===== config.mk =====
export PLATFORM = sky130hd
export DESIGN_NAME = ulb_ctrl
export DESIGN_NICKNAME = d
export VERILOG_FILES = /design/src/core/ulb_pkg.sv /design/src/core/ulb_irq_ctrl.sv /design/src/core/ulb_ctrl.sv
export SDC_FILE = /design/constraint.sdc
export NUM_CORES = 1
export LEC_CHECK = 0
export ABC_AREA = 1
export BUFFER_PORTS_ARGS = -buffer_cell sky130_fd_sc_hd__buf_2
export CAP_MARGIN = 40
export CELL_PAD_IN_SITES_DETAIL_PLACEMENT = 0
export CELL_PAD_IN_SITES_GLOBAL_PLACEMENT = 1
export CORE_ASPECT_RATIO = 0.75
export CORE_UTILIZATION = 36
export CTS_CLUSTER_SIZE = 14
export DETAILED_ROUTE_END_ITERATION = 10
export GPL_TIMING_DRIVEN = 0
export HOLD_SLACK_MARGIN = 0.02
export PLACE_DENSITY = 0.81
export SYNTH_ARGS = -nofsm -noshare
export SYNTH_HDL_FRONTEND = slang
export SYNTH_SLANG_ARGS = --single-unit

===== constraint.sdc =====
create_clock -name pclk -period 3 [get_ports pclk]
set_input_delay 0.3 -clock pclk [delete_from_list [all_inputs] [get_ports pclk]]
set_output_delay 0.3 -clock pclk [all_outputs]
set_load 0.05 [all_outputs]

===== src/core/ulb_pkg.sv =====
// Package for the link power and endpoint buffer control block.
// Holds register addresses, field positions, widths and reset values.
// Assumes the APB fabric presents full 32-bit byte addresses.
package ulb_pkg;

  // Register byte addresses.
  localparam logic [31:0] ULB_ADDR_LPC      = 32'h40080010;
  localparam logic [31:0] ULB_ADDR_ABORT    = 32'h40080014;
  localparam logic [31:0] ULB_ADDR_SEL      = 32'h40080018;
  localparam logic [31:0] ULB_ADDR_MODE     = 32'h4008001c;
  localparam logic [31:0] ULB_ADDR_IRQ_STAT = 32'h40080040;
  localparam logic [31:0] ULB_ADDR_IRQ_CLR  = 32'h40080044;
  localparam logic [31:0] ULB_ADDR_IRQ_EN   = 32'h40080048;

  // Field positions and widths.
  localparam int ULB_HIRD_W       = 4;
  localparam int ULB_RESUME_DURATION_FROM_HOST_LSB  = 0;
  localparam int ULB_DEVICE_RESUME_DURATION_LSB  = 4;
  localparam int ULB_PEND_BIT     = 8;
  localparam int ULB_NUM_EP       = 10;
  localparam int ULB_NUM_ABORT    = 30;
  localparam int ULB_NUM_IRQ      = 11;
  localparam int ULB_IRQ_LPM_BIT  = 10;

  // Reset values.
  localparam logic [3:0]  ULB_RST_HIRD   = 4'h0;
  localparam logic        ULB_RST_PEND   = 1'b0;
  localparam logic [29:0] ULB_RST_ABORT  = 30'h0;
  localparam logic [9:0]  ULB_RST_EP     = 10'h0;
  localparam logic [10:0] ULB_RST_IRQ    = 11'h0;
  localparam logic [31:0] ULB_RST_WORD   = 32'h0;

  // Endpoint zero directions are always single buffered.
  localparam logic [9:0]  ULB_EP_WR_MASK = 10'h3fc;

  // Clears the endpoint zero bits and widens to a bus word.
  function automatic logic [31:0] ulb_ep_word(input logic [9:0] v);
    ulb_ep_word = {22'h0, v & ULB_EP_WR_MASK};
  endfunction

endpackage


===== src/core/ulb_irq_ctrl.sv =====
// Sticky interrupt status with enable and write-one-to-clear.
// Assumes clear and enable writes arrive as one-cycle strobes from the bus slave.
`timescale 1ns/10ps
module ulb_irq_ctrl (
  // Clock and reset.
  input  wire logic                          pclk,
  input  wire logic                          presetn,
  // Event and software controls.
  input  wire logic [ulb_pkg::ULB_NUM_IRQ-1:0] event_set,
  input  wire logic                          clear_wr,
  input  wire logic [ulb_pkg::ULB_NUM_IRQ-1:0] clear_bits,
  input  wire logic                          enable_wr,
  input  wire logic [ulb_pkg::ULB_NUM_IRQ-1:0] enable_bits,
  // State and interrupt.
  output logic      [ulb_pkg::ULB_NUM_IRQ-1:0] status,
  output logic      [ulb_pkg::ULB_NUM_IRQ-1:0] enable,
  output logic                               irq
);
  import ulb_pkg::*;

  logic [ULB_NUM_IRQ-1:0] status_q;
  logic [ULB_NUM_IRQ-1:0] status_d;
  logic [ULB_NUM_IRQ-1:0] enable_q;
  logic                   irq_q;

  // A new event beats a clear that lands in the same cycle.
  always_comb begin
    status_d = (status_q & ~(clear_wr ? clear_bits : ULB_RST_IRQ)) | event_set;
  end

  always_ff @(posedge pclk or negedge presetn) begin
    if (!presetn) begin
      status_q <= ULB_RST_IRQ;
    end else begin
      status_q <= status_d;
    end
  end

  // Enable register written by software.
  always_ff @(posedge pclk or negedge presetn) begin
    if (!presetn) begin
      enable_q <= ULB_RST_IRQ;
    end else if (enable_wr) begin
      enable_q <= enable_bits;
    end
  end

  // The line follows the next status, so it rises with the status bit.
  always_ff @(posedge pclk or negedge presetn) begin
    if (!presetn) begin
      irq_q <= 1'b0;
    end else begin
      irq_q <= |(status_d & (enable_wr ? enable_bits : enable_q));
    end
  end

  assign status = status_q;
  assign enable = enable_q;
  assign irq    = irq_q;
endmodule // ulb_irq_ctrl


===== src/core/ulb_ctrl.sv =====
// Link power handshake and endpoint buffer control for a full-speed device.
// Assumes a zero-wait-capable APB master and a list engine on the same clock
// that reports buffer deactivations as one-cycle pulses.
//
// Notes on behaviour
// - Each received power token's 4-bit host resume duration is stored, replacing the last one.
// - Software owns a 4-bit device resume duration field in bits 7 to 4.
// - With power management supported and data pending set, every token gets a NYET.
// - With power management supported and data pending clear, every token gets an ACK.
// - Writing one to an abort bit asks the engine to deactivate that endpoint's buffer.
// - When the engine reports the deactivation the abort bit clears and buffer select stays.
// - An endpoint interrupt is raised whenever a buffer's Active bit falls, aborts on abort bits 9 to 0 included.
// - On a double-buffered abort only the buffer named by buffer select is deactivated.
// - One buffer select bit per physical endpoint sits in bits 9 to 2.
// - The endpoint zero select and mode bits read zero and cannot be written.
// - One double buffer enable bit per physical endpoint sits in bits 9 to 2.
// - A single-buffered endpoint keeps its buffer select when its Active bit clears.
// - A double-buffered endpoint toggles its buffer select each time its Active bit clears by byte count.
// - The endpoint status bit is set when the Active bit clears by count or by abort.
//
// The implementer's own choice: the APB slave port.
`timescale 1ns/10ps
module ulb_ctrl (
  // Clock and reset.
  input  wire logic                                pclk,
  input  wire logic                                presetn,
  // APB slave.
  input  wire logic                                psel,
  input  wire logic                                penable,
  input  wire logic                                pwrite,
  input  wire logic [31:0]                         paddr,
  input  wire logic [31:0]                         pwdata,
  output logic      [31:0]                         prdata,
  output logic                                     pready,
  output logic                                     pslverr,
  // Link power token interface.
  input  wire logic                                lpm_supported,
  input  wire logic                                lpm_token_valid,
  input  wire logic [ulb_pkg::ULB_HIRD_W-1:0]      lpm_token_hird,
  output logic                                     lpm_hs_valid,
  output logic                                     lpm_hs_nyet,
  output logic      [ulb_pkg::ULB_HIRD_W-1:0]      device_resume_duration,
  // Endpoint buffer interface to the list engine.
  input  wire logic [ulb_pkg::ULB_NUM_EP-1:0]      nbytes_done,
  input  wire logic [ulb_pkg::ULB_NUM_ABORT-1:0]   abort_done,
  output logic      [ulb_pkg::ULB_NUM_ABORT-1:0]   abort_request,
  output logic      [ulb_pkg::ULB_NUM_EP-1:0]      active_buffer_select,
  output logic      [ulb_pkg::ULB_NUM_EP-1:0]      double_buffer_enable,
  // Interrupt.
  output logic                                     irq
);
  import ulb_pkg::*;

  // Bus state.
  logic                     pready_q;
  logic                     pslverr_q;
  logic [31:0]              prdata_q;
  logic                     wr_en;
  logic                     setup;
  logic                     mapped;

  // Register state.
  logic [ULB_HIRD_W-1:0]    resume_duration_from_host_q;
  logic [ULB_HIRD_W-1:0]    device_resume_duration_q;
  logic                     pending_q;
  logic [ULB_NUM_ABORT-1:0] abort_q;
  logic [ULB_NUM_ABORT-1:0] abort_d;
  logic [ULB_NUM_EP-1:0]    sel_q;
  logic [ULB_NUM_EP-1:0]    sel_d;
  logic [ULB_NUM_EP-1:0]    dbl_q;
  logic [ULB_NUM_EP-1:0]    toggle;
  logic                     hs_valid_q;
  logic                     hs_nyet_q;

  // Interrupt wiring.
  logic [ULB_NUM_IRQ-1:0]   irq_event;
  logic [ULB_NUM_IRQ-1:0]   irq_status;
  logic [ULB_NUM_IRQ-1:0]   irq_enable;

  // Register write strobes, one per writable register.
  logic                     wr_lpc;
  logic                     wr_abort;
  logic                     wr_sel;
  logic                     wr_mode;
  logic                     wr_irq_clr;
  logic                     wr_irq_en;

  // A write takes effect only at the edge that completes the access phase.
  assign setup      = psel && !penable;
  assign wr_en      = psel && penable && pwrite && pready_q;
  assign wr_lpc     = wr_en && (paddr == ULB_ADDR_LPC);
  assign wr_abort   = wr_en && (paddr == ULB_ADDR_ABORT);
  assign wr_sel     = wr_en && (paddr == ULB_ADDR_SEL);
  assign wr_mode    = wr_en && (paddr == ULB_ADDR_MODE);
  assign wr_irq_clr = wr_en && (paddr == ULB_ADDR_IRQ_CLR);
  assign wr_irq_en  = wr_en && (paddr == ULB_ADDR_IRQ_EN);

  // Address decode for the error answer.
  always_comb begin
    if (paddr == ULB_ADDR_LPC) begin
      mapped = 1'b1;
    end else if (paddr == ULB_ADDR_ABORT) begin
      mapped = 1'b1;
    end else if (paddr == ULB_ADDR_SEL) begin
      mapped = 1'b1;
    end else if (paddr == ULB_ADDR_MODE) begin
      mapped = 1'b1;
    end else if (paddr == ULB_ADDR_IRQ_STAT) begin
      mapped = 1'b1;
    end else if (paddr == ULB_ADDR_IRQ_CLR) begin
      mapped = 1'b1;
    end else if (paddr == ULB_ADDR_IRQ_EN) begin
      mapped = 1'b1;
    end else begin
      mapped = 1'b0;
    end
  end

  // Ready rises for one access cycle after every setup cycle.
  always_ff @(posedge pclk or negedge presetn) begin
    if (!presetn) begin
      pready_q  <= 1'b0;
      pslverr_q <= 1'b0;
    end else begin
      pready_q  <= setup;
      pslverr_q <= setup && !mapped;
    end
  end

  // reserved bits zero
  // Read data is captured in the setup cycle and held through the access.
  always_ff @(posedge pclk or negedge presetn) begin
    if (!presetn) begin
      prdata_q <= ULB_RST_WORD;
    end else if (setup) begin
      if (pwrite) begin
        prdata_q <= ULB_RST_WORD;
      end else if (paddr == ULB_ADDR_LPC) begin
        prdata_q <= {23'h0, pending_q, device_resume_duration_q, resume_duration_from_host_q};
      end else if (paddr == ULB_ADDR_ABORT) begin
        prdata_q <= {2'h0, abort_q};
      end else if (paddr == ULB_ADDR_SEL) begin
        prdata_q <= ulb_ep_word(sel_q);
      end else if (paddr == ULB_ADDR_MODE) begin
        prdata_q <= ulb_ep_word(dbl_q);
      end else if (paddr == ULB_ADDR_IRQ_STAT) begin
        prdata_q <= {21'h0, irq_status};
      end else if (paddr == ULB_ADDR_IRQ_EN) begin
        prdata_q <= {21'h0, irq_enable};
      end else begin
        prdata_q <= ULB_RST_WORD;
      end
    end
  end

  always_ff @(posedge pclk or negedge presetn) begin
    if (!presetn) begin
      resume_duration_from_host_q <= ULB_RST_HIRD;
    end else if (lpm_token_valid) begin
      resume_duration_from_host_q <= lpm_token_hird;
    end
  end

  // device duration field
  // The pending bit rides in the same register.
  always_ff @(posedge pclk or negedge presetn) begin
    if (!presetn) begin
      device_resume_duration_q <= ULB_RST_HIRD;
      pending_q <= ULB_RST_PEND;
    end else if (wr_lpc) begin
      device_resume_duration_q <= pwdata[ULB_DEVICE_RESUME_DURATION_LSB +: ULB_HIRD_W];
      pending_q <= pwdata[ULB_PEND_BIT];
    end
  end

  // ACK when idle
  // A handshake is issued only when power management is supported.
  always_ff @(posedge pclk or negedge presetn) begin
    if (!presetn) begin
      hs_valid_q <= 1'b0;
      hs_nyet_q  <= 1'b0;
    end else begin
      hs_valid_q <= lpm_token_valid && lpm_supported;
      if (lpm_token_valid && lpm_supported) begin
        hs_nyet_q <= pending_q;
      end
    end
  end

  // clear on done
  // A software request in the same cycle as a completion keeps the bit set.
  always_comb begin
    abort_d = (abort_q & ~abort_done) | (wr_abort ? pwdata[ULB_NUM_ABORT-1:0] : ULB_RST_ABORT);
  end

  always_ff @(posedge pclk or negedge presetn) begin
    if (!presetn) begin
      abort_q <= ULB_RST_ABORT;
    end else begin
      abort_q <= abort_d;
    end
  end

  // abort keeps select
  // Only byte-count completions toggle; abort completions leave the select alone.
  always_comb begin
    toggle = nbytes_done & dbl_q;
    sel_d  = ((wr_sel ? pwdata[ULB_NUM_EP-1:0] : sel_q) ^ toggle) & ULB_EP_WR_MASK;
  end

  always_ff @(posedge pclk or negedge presetn) begin
    if (!presetn) begin
      sel_q <= ULB_RST_EP;
    end else begin
      sel_q <= sel_d;
    end
  end

  always_ff @(posedge pclk or negedge presetn) begin
    if (!presetn) begin
      dbl_q <= ULB_RST_EP;
    end else if (wr_mode) begin
      dbl_q <= pwdata[ULB_NUM_EP-1:0] & ULB_EP_WR_MASK;
    end
  end

  // endpoint bit order
  // Status bit n belongs to physical endpoint n; the top bit marks a power token.
  assign irq_event = {lpm_token_valid, nbytes_done | abort_done[ULB_NUM_EP-1:0]};

  ulb_irq_ctrl u_irq (
    .pclk        (pclk),
    .presetn     (presetn),
    .event_set   (irq_event),
    .clear_wr    (wr_irq_clr),
    .clear_bits  (pwdata[ULB_NUM_IRQ-1:0]),
    .enable_wr   (wr_irq_en),
    .enable_bits (pwdata[ULB_NUM_IRQ-1:0]),
    .status      (irq_status),
    .enable      (irq_enable),
    .irq         (irq)
  );

  // select steers engine
  // Outputs straight from the register flops.
  assign prdata                 = prdata_q;
  assign pready                 = pready_q;
  assign pslverr                = pslverr_q;
  assign lpm_hs_valid           = hs_valid_q;
  assign lpm_hs_nyet            = hs_nyet_q;
  assign device_resume_duration = device_resume_duration_q;
  assign abort_request          = abort_q;
  assign active_buffer_select   = sel_q;
  assign double_buffer_enable   = dbl_q;
endmodule // ulb_ctrl


== Word-level counts from Yosys, hierarchy flattened ==
Cells that the tools add are included.
Cells by class
  $add $sub $neg: 0
  bitwise gates (word level): 10
  $mul: 0
  shift-type cells: 0
  multiplexer cells: 18
  reduce and logical (&&, ||, !) cells: 15
  magnitude comparators: 0
  div/mod/pow operators: 0
  eq/ne operators: 7
Operators by type and width (count)
  equality test 32 x 31 -> 1 bit, second input constant: 7
  2-to-1 mux 30 bit: 4
  2-to-1 mux 11 bit: 6
  bitwise AND 30 bit: 1
  NOT 30 bit: 1
  OR 30 bit: 1
  bitwise AND 11 bit: 2
  logical AND 1 bit: 12
  NOT 11 bit: 1
  OR 11 bit: 1
  OR reduction 11 bit: 1
  bitwise AND 10 bit: 1
  2-to-1 mux 10 bit: 1
  OR 10 bit: 1
  bitwise XOR 10 bit: 1
  2-to-1 mux 1 bit: 7
  zero test 1 bit: 2
Storage, ports and cells
  register bits: 114
  RAM bits: 0
  memories kept: 0
  logic and storage cells: 64
  bits in latches: 0
  memory bits (read-only): 0
  input port bits: 115
  output and inout bits: 91

== Longest topological paths before layout ==
  depth after elaboration: 10
  depth in mapped cells: 14
  gate-level depth less buffers: 13

== Cells and area by module ==
From an unflattened synthesis, not the netlist that was laid out.
Second synthesis, totals
  cell total of the unflattened synthesis: 674
  area total of the unflattened synthesis: 5507.8 µm²
Modules (own cells, without submodules)
  ulb_ctrl: times used 1, cells an instance 549, area an instance 4533.1 µm², sequential area each 2227.1 µm²
  ulb_irq_ctrl: times used 1, cells an instance 125, area an instance 974.7 µm², sequential area each 575.6 µm²

== Worst setup path after synthesis ==
OpenSTA, ideal clock, no wires.
  path kind: reg2reg
  start: reg pready_q (netlist: pready)
  end: reg u_irq.irq_q (netlist: u_irq.irq)
  required time: 2.875 ns
  data arrival time: 1.670 ns
  cell stages (with the launch flop): 11
  period minus slack after synthesis: 1.796 ns
  library setup time: 0.125 ns
  slack: 1.204 ns
  buffers on the path: 1
  path through: dfrtp_1 nand4_1 clkinv_1 clkbuf_1 nand3_1 nand2_1 nand2_1 nand2_1 nand2_1 nor2_1 nand3_1
On the way
  longest elaborated chain between the ends: 8
  elaborated cells between the ends (all ways): 10
  classes of those cells: mux (2); bitwise (4); reduce/logical (4)
RTL lines
  start: declaration: RTL line ulb_ctrl.sv:55  | logic pready_q;
  start signal: assignment: RTL line ulb_ctrl.sv:125  | pready_q <= setup;
  logical AND 1 bit: RTL line ulb_ctrl.sv:90  | assign wr_en = psel && penable && pwrite && pready_q;
  logical AND 1 bit: RTL line ulb_ctrl.sv:95  | assign wr_irq_clr = wr_en && (paddr == ULB_ADDR_IRQ_CLR);
  2-to-1 mux 11 bit: RTL line ulb_irq_ctrl.sv:28  | status_d = (status_q & ~(clear_wr ? clear_bits : ULB_RST_IRQ)) | event_set;
  NOT 11 bit: RTL line ulb_irq_ctrl.sv:28
  bitwise AND 11 bit: RTL line ulb_irq_ctrl.sv:28
  OR 11 bit: RTL line ulb_irq_ctrl.sv:28
  net u_irq.status_d[2]: RTL line ulb_irq_ctrl.sv:22  | logic [ULB_NUM_IRQ-1:0] status_d;
  bitwise AND 11 bit: RTL line ulb_irq_ctrl.sv:53  | irq_q <= |(status_d & (enable_wr ? enable_bits : enable_q));
  OR reduction 11 bit: RTL line ulb_irq_ctrl.sv:53
  end signal: assignment: RTL line ulb_irq_ctrl.sv:53
  end: declaration: RTL line ulb_irq_ctrl.sv:24  | logic irq_q;
The timed path passes the listed nets, and every way through them passes these cells.
A chain may end at the register's enable or synchronous reset.

== Final worst setup path ==
  start: reg pready_q (netlist: pready)
  end: reg pending_q
On the way
  longest elaborated chain between the ends: 2
RTL lines
  logical AND 1 bit: RTL line ulb_ctrl.sv:90
  logical AND 1 bit: RTL line ulb_ctrl.sv:91  | assign wr_lpc = wr_en && (paddr == ULB_ADDR_LPC);
  end signal: assignment: RTL line ulb_ctrl.sv:172  | pending_q <= pwdata[ULB_PEND_BIT];
  end: declaration: RTL line ulb_ctrl.sv:65  | logic pending_q;
No other way between the ends.

==> results by group <==
Run status
  – Status: finished, final reports clean

STA
  – Setup repair after global routing missed its margin: false
  – Sum of negative setup slack: 0 ns
  – Worst slew pin tran: 0.646 ns
  – Final setup slack of the worst path: 0.948 ns
  – Max-slew headroom: 56.5%
  – Final Slew Violations: 0
  – Number of setup violations in the final report: 0
  – Fin crit share: 68.4%
  – Maximum clock frequency: 487 MHz
  – Final hold violations: 0
  – Worst Skew: 0.00829 ns
  – Fin crit period: 2.05 ns

Floorplan
  – Num ports: 206
  – Initial Utilization: 36.8%
  – Floorplan core area: 14400 µm²
  – Die width: between 100 and 150 µm
  – Die height: 107 µm
  – Full die area: 15200 µm²
  – Core Rows: 38

CTS
  – Clock buffer depth: 2
  – TritonCTS buffer count: 9
  – Post-cts repair resize count: 0
  – CTS tree: done
  – Max H-tree Level: 3
  – Cts-stage hold buffer count: 1
  – Insertion delay of the later-clocked pin in the worst-skew pair: between 0.3 and 0.4 ns
  – Clock net sink count: 112
  – Clock edge transition at the registers on the reported setup and hold paths: about 0.080 ns
  – Buffers inserted during post-CTS setup optimization: 0
  – Clk Tree Root Cell: clkbuf_16

Final layout
  – Layout cell share with drive strength beyond 1: 29.4%
  – Register Area: 2800 µm²
  – Post-synthesis to final-layout area growth: 30.3%
  – Area of the multi-input gates: 2100 µm²
  – Diodes inserted: 0
  – Total number of nets in the final design: 987
  – Number of cells in the finished layout apart from fillers: between 1000 and 1500
  – Filler Cell Count: between 1000 and 1500
  – Share of the core filled with cells in the final layout: 47.9%

Worst setup path
  – Maximum fanout along the worst path: 10
  – Worst setup path category: flip-flop to flip-flop
  – Delay contributed by the slowest stage of the critical path: 0.50 ns
  – Combined buffer and inverter count along the critical path: 2
  – WP data required: approximately 3.3 ns
  – Worst-path cell with the longest stage delay: nand3_1
  – Arr. time, crit path: 2.31 ns
  – Crit start category: flip-flop
  – Kind of end point of the critical path: flip-flop
  – Crit path cell chain: nand4_1 -> clkinv_1 -> clkbuf_1 -> nand3_1 -> o21ai_0
  – CP top delay family: buffers and inverters

Place
  – Pre-CTS setup slack: 0.740 ns
  – Detail Placement HPWL: 12300 µm
  – Gpl congestion: 0.802
  – Buffers on Ports: 197
  – Post-placement cell count: 1060

Synthesis
  – Basic-gate share of the synthesized area counting and, or, nand and nor cells: between 20% and 30%
  – Number of synthesized register bits: 112
  – Mapped Avg Cell Area: about 8.1 µm²
  – Share of synthesized area spent on multiplexers: 0%
  – Summed instance area of the synthesized netlist: 5300 µm²
  – Unique cell type count in the Yosys netlist: 29
  – Xor and xnor area share after synthesis: 1.32%
  – Part of the Yosys area used for sequential elements: 52.9%
  – Number of warning messages in the yosys log: 0
  – Dominant register cell in the synthesized netlist: dfrtp_1
  – Count of mapped cells out of synthesis: about 660
  – Most frequent cells after synthesis: 193 x nand2_1, 112 x dfrtp_1, 72 x nand3_1
  – Compound-cell area share of the yosys netlist: between 10% and 20%
  – Post-synth EDFFs: 0
  – Most frequently used cell type in the post-synthesis netlist: nand2_1
  – Combinational family with the most area after synthesis: simple AND/OR/NAND/NOR gates
  – Share of the synthesized area in the top cell type: around 53%
  – Share of flip-flops with an asynchronous set or reset: 100%
  – Library cell with the largest summed area after synthesis: dfrtp_1
  – Area contributors post-synth: dfrtp_1 53%, nand2_1 14%, nand3_1 6.8%, o21ai_0 5.5%, inv_1 4.8%
  – Adder and majority cell fraction of the synthesized area: 0%

Routing
  – Drt total wl: 16500 µm
  – Antenna Nets Post-Route: 0
  – Drt initial violations: between 300 and 400
  – DR pass1 iterations: 4
  – Via Count: 5069
  – Via-per-instance ratio: approximately 4.7
  – Routed length per placed instance: 15.3 µm
  – DRC violation count after routing: 0

Power and ir drop
  – NetSw: 0.739 mW
  – Max VDD drop: 0.285 mV
  – Final total power: 2.99 mW
  – Clock group share of total power: 42.0%
  – Cell internal power dissipation: ~2.3 mW
  – Net Sw Frac: 24.7%
  – Flop pwr share: about half
  – PwrDens: roughly 430 nW/µm²
  – Combinational power share: 7.3%
  – Leak Pwr: 3.61 nW

Global routing
  – GRT Resource Usage Total: 22.1%
  – Maximum number of pins on one net before global-route repair: 72
  – Number of global-route vias before repair: 4814
  – Number of antenna violations at the first check in global routing: 0
  – Wire length of the first global-routing pass: approximately 26000 µm
  – Overflow left after global routing: 0

Job
  – Number of violations of the max-capacitance limit: 0

Hold path
  – Hold Crit Class: input port to flip-flop
[cell families (layout without fill, tap and decap cells)]
logic type	after synthesis	after routing
XOR/XNOR	8	8
AO/OA/AOI/OAI	98	98
flip-flops	112	112
buffers and inverters	98	313
AND/OR/NAND/NOR	340	340
other	1	6
[worst register-to-register path: stages, from the launching register on]
cell      delay, ns
dfrtp_1        0.35
nand4_1        0.08
clkinv_1       0.26
clkbuf_1       0.44
nand3_1        0.50
o21ai_0        0.32
[cell usage in the layout (no fill, tap or decap), types with 15 or more instances in the layout]
| cell | synthesis | routed |
|---|---|---|
| nand3_1 | 72 | 72 |
| inv_1 | 68 | 68 |
| o21ai_0 | 58 | 58 |
| dfrtp_1 | 112 | 112 |
| buf_2 | 3 | 199 |
| a21oi_1 | 15 | 15 |
| nor2_1 | 47 | 47 |
| nand2_1 | 193 | 193 |
[power by group through the flow]
stage | Sequential, mW | Clock (mW) | Combinational (mW)
after global routing | 1.52 | 1.33 | 0.244
after detailed placement | 1.55 | 0 | 0.219
after floorplan | 1.56 | 0 | 0.0691
after CTS | 1.52 | 1.28 | 0.221
final | 1.52 | 1.26 | 0.218
after global placement | 1.55 | 0 | 0.213
[per-stage QoR]
stage | instance area [µm²] | hold WS [ns]
finish | 6910 | 0.117
global route | 6910 | 0.106
CTS | 6910 | 0.108
detailed placement | 6590 | 0.250
global placement | 6560 | 0.461
floorplan | 5320 | 0.00441
[registers in the layout, summed over array words and instances, names as in the netlist]
name	flops
abort_request	30
prdata	30
u_irq.enable	11
u_irq.status	11
active_buffer_select	8
double_buffer_enable	8
device_resume_duration	4
resume_duration_from_host_q	4
lpm_hs_nyet	1
lpm_hs_valid	1
pending_q	1
pready	1
pslverr	1
u_irq.irq	1
[final timing paths]
kind | cells past startpoint | endpoint | slack (ns) | start
worst max-delay path | 5 | pending_q | 0.95 | pready
worst min-delay path | 2 | abort_request[28] | 0.12 | abort_done[28]
worst max register to register | 5 | pending_q | 0.95 | pready
worst min register to register | 2 | prdata[9] | 0.48 | prdata[9]
max in group asynchronous | 3 | prdata[24] | 1.89 | presetn
min in group asynchronous | 2 | abort_request[5] | 0.43 | presetn
[layout make-up]
type	instances	area share [%]
Inverter	74	4.02
Buffer	24	1.97
Clock inverter	7	1.16
Timing Repair Buffer	199	14.9
Multi-Input combinational cell	452	30.5
Sequential cell	112	40.6
Clock buffer	9	3.26
Tap cell	200	3.62
[metal layers]
layer | vias to the layer above | track usage, % | wire length, µm
li1 | 2537 | - | -
met1 | 2334 | 32.0 | 8040
met2 | 185 | 33.6 | 7090
met3 | 13 | 4.64 | 1230
met4 | 0 | 5.38 | 168
met5 | - | 0 | 0
Note: power is estimated with default switching activity, not from simulation.
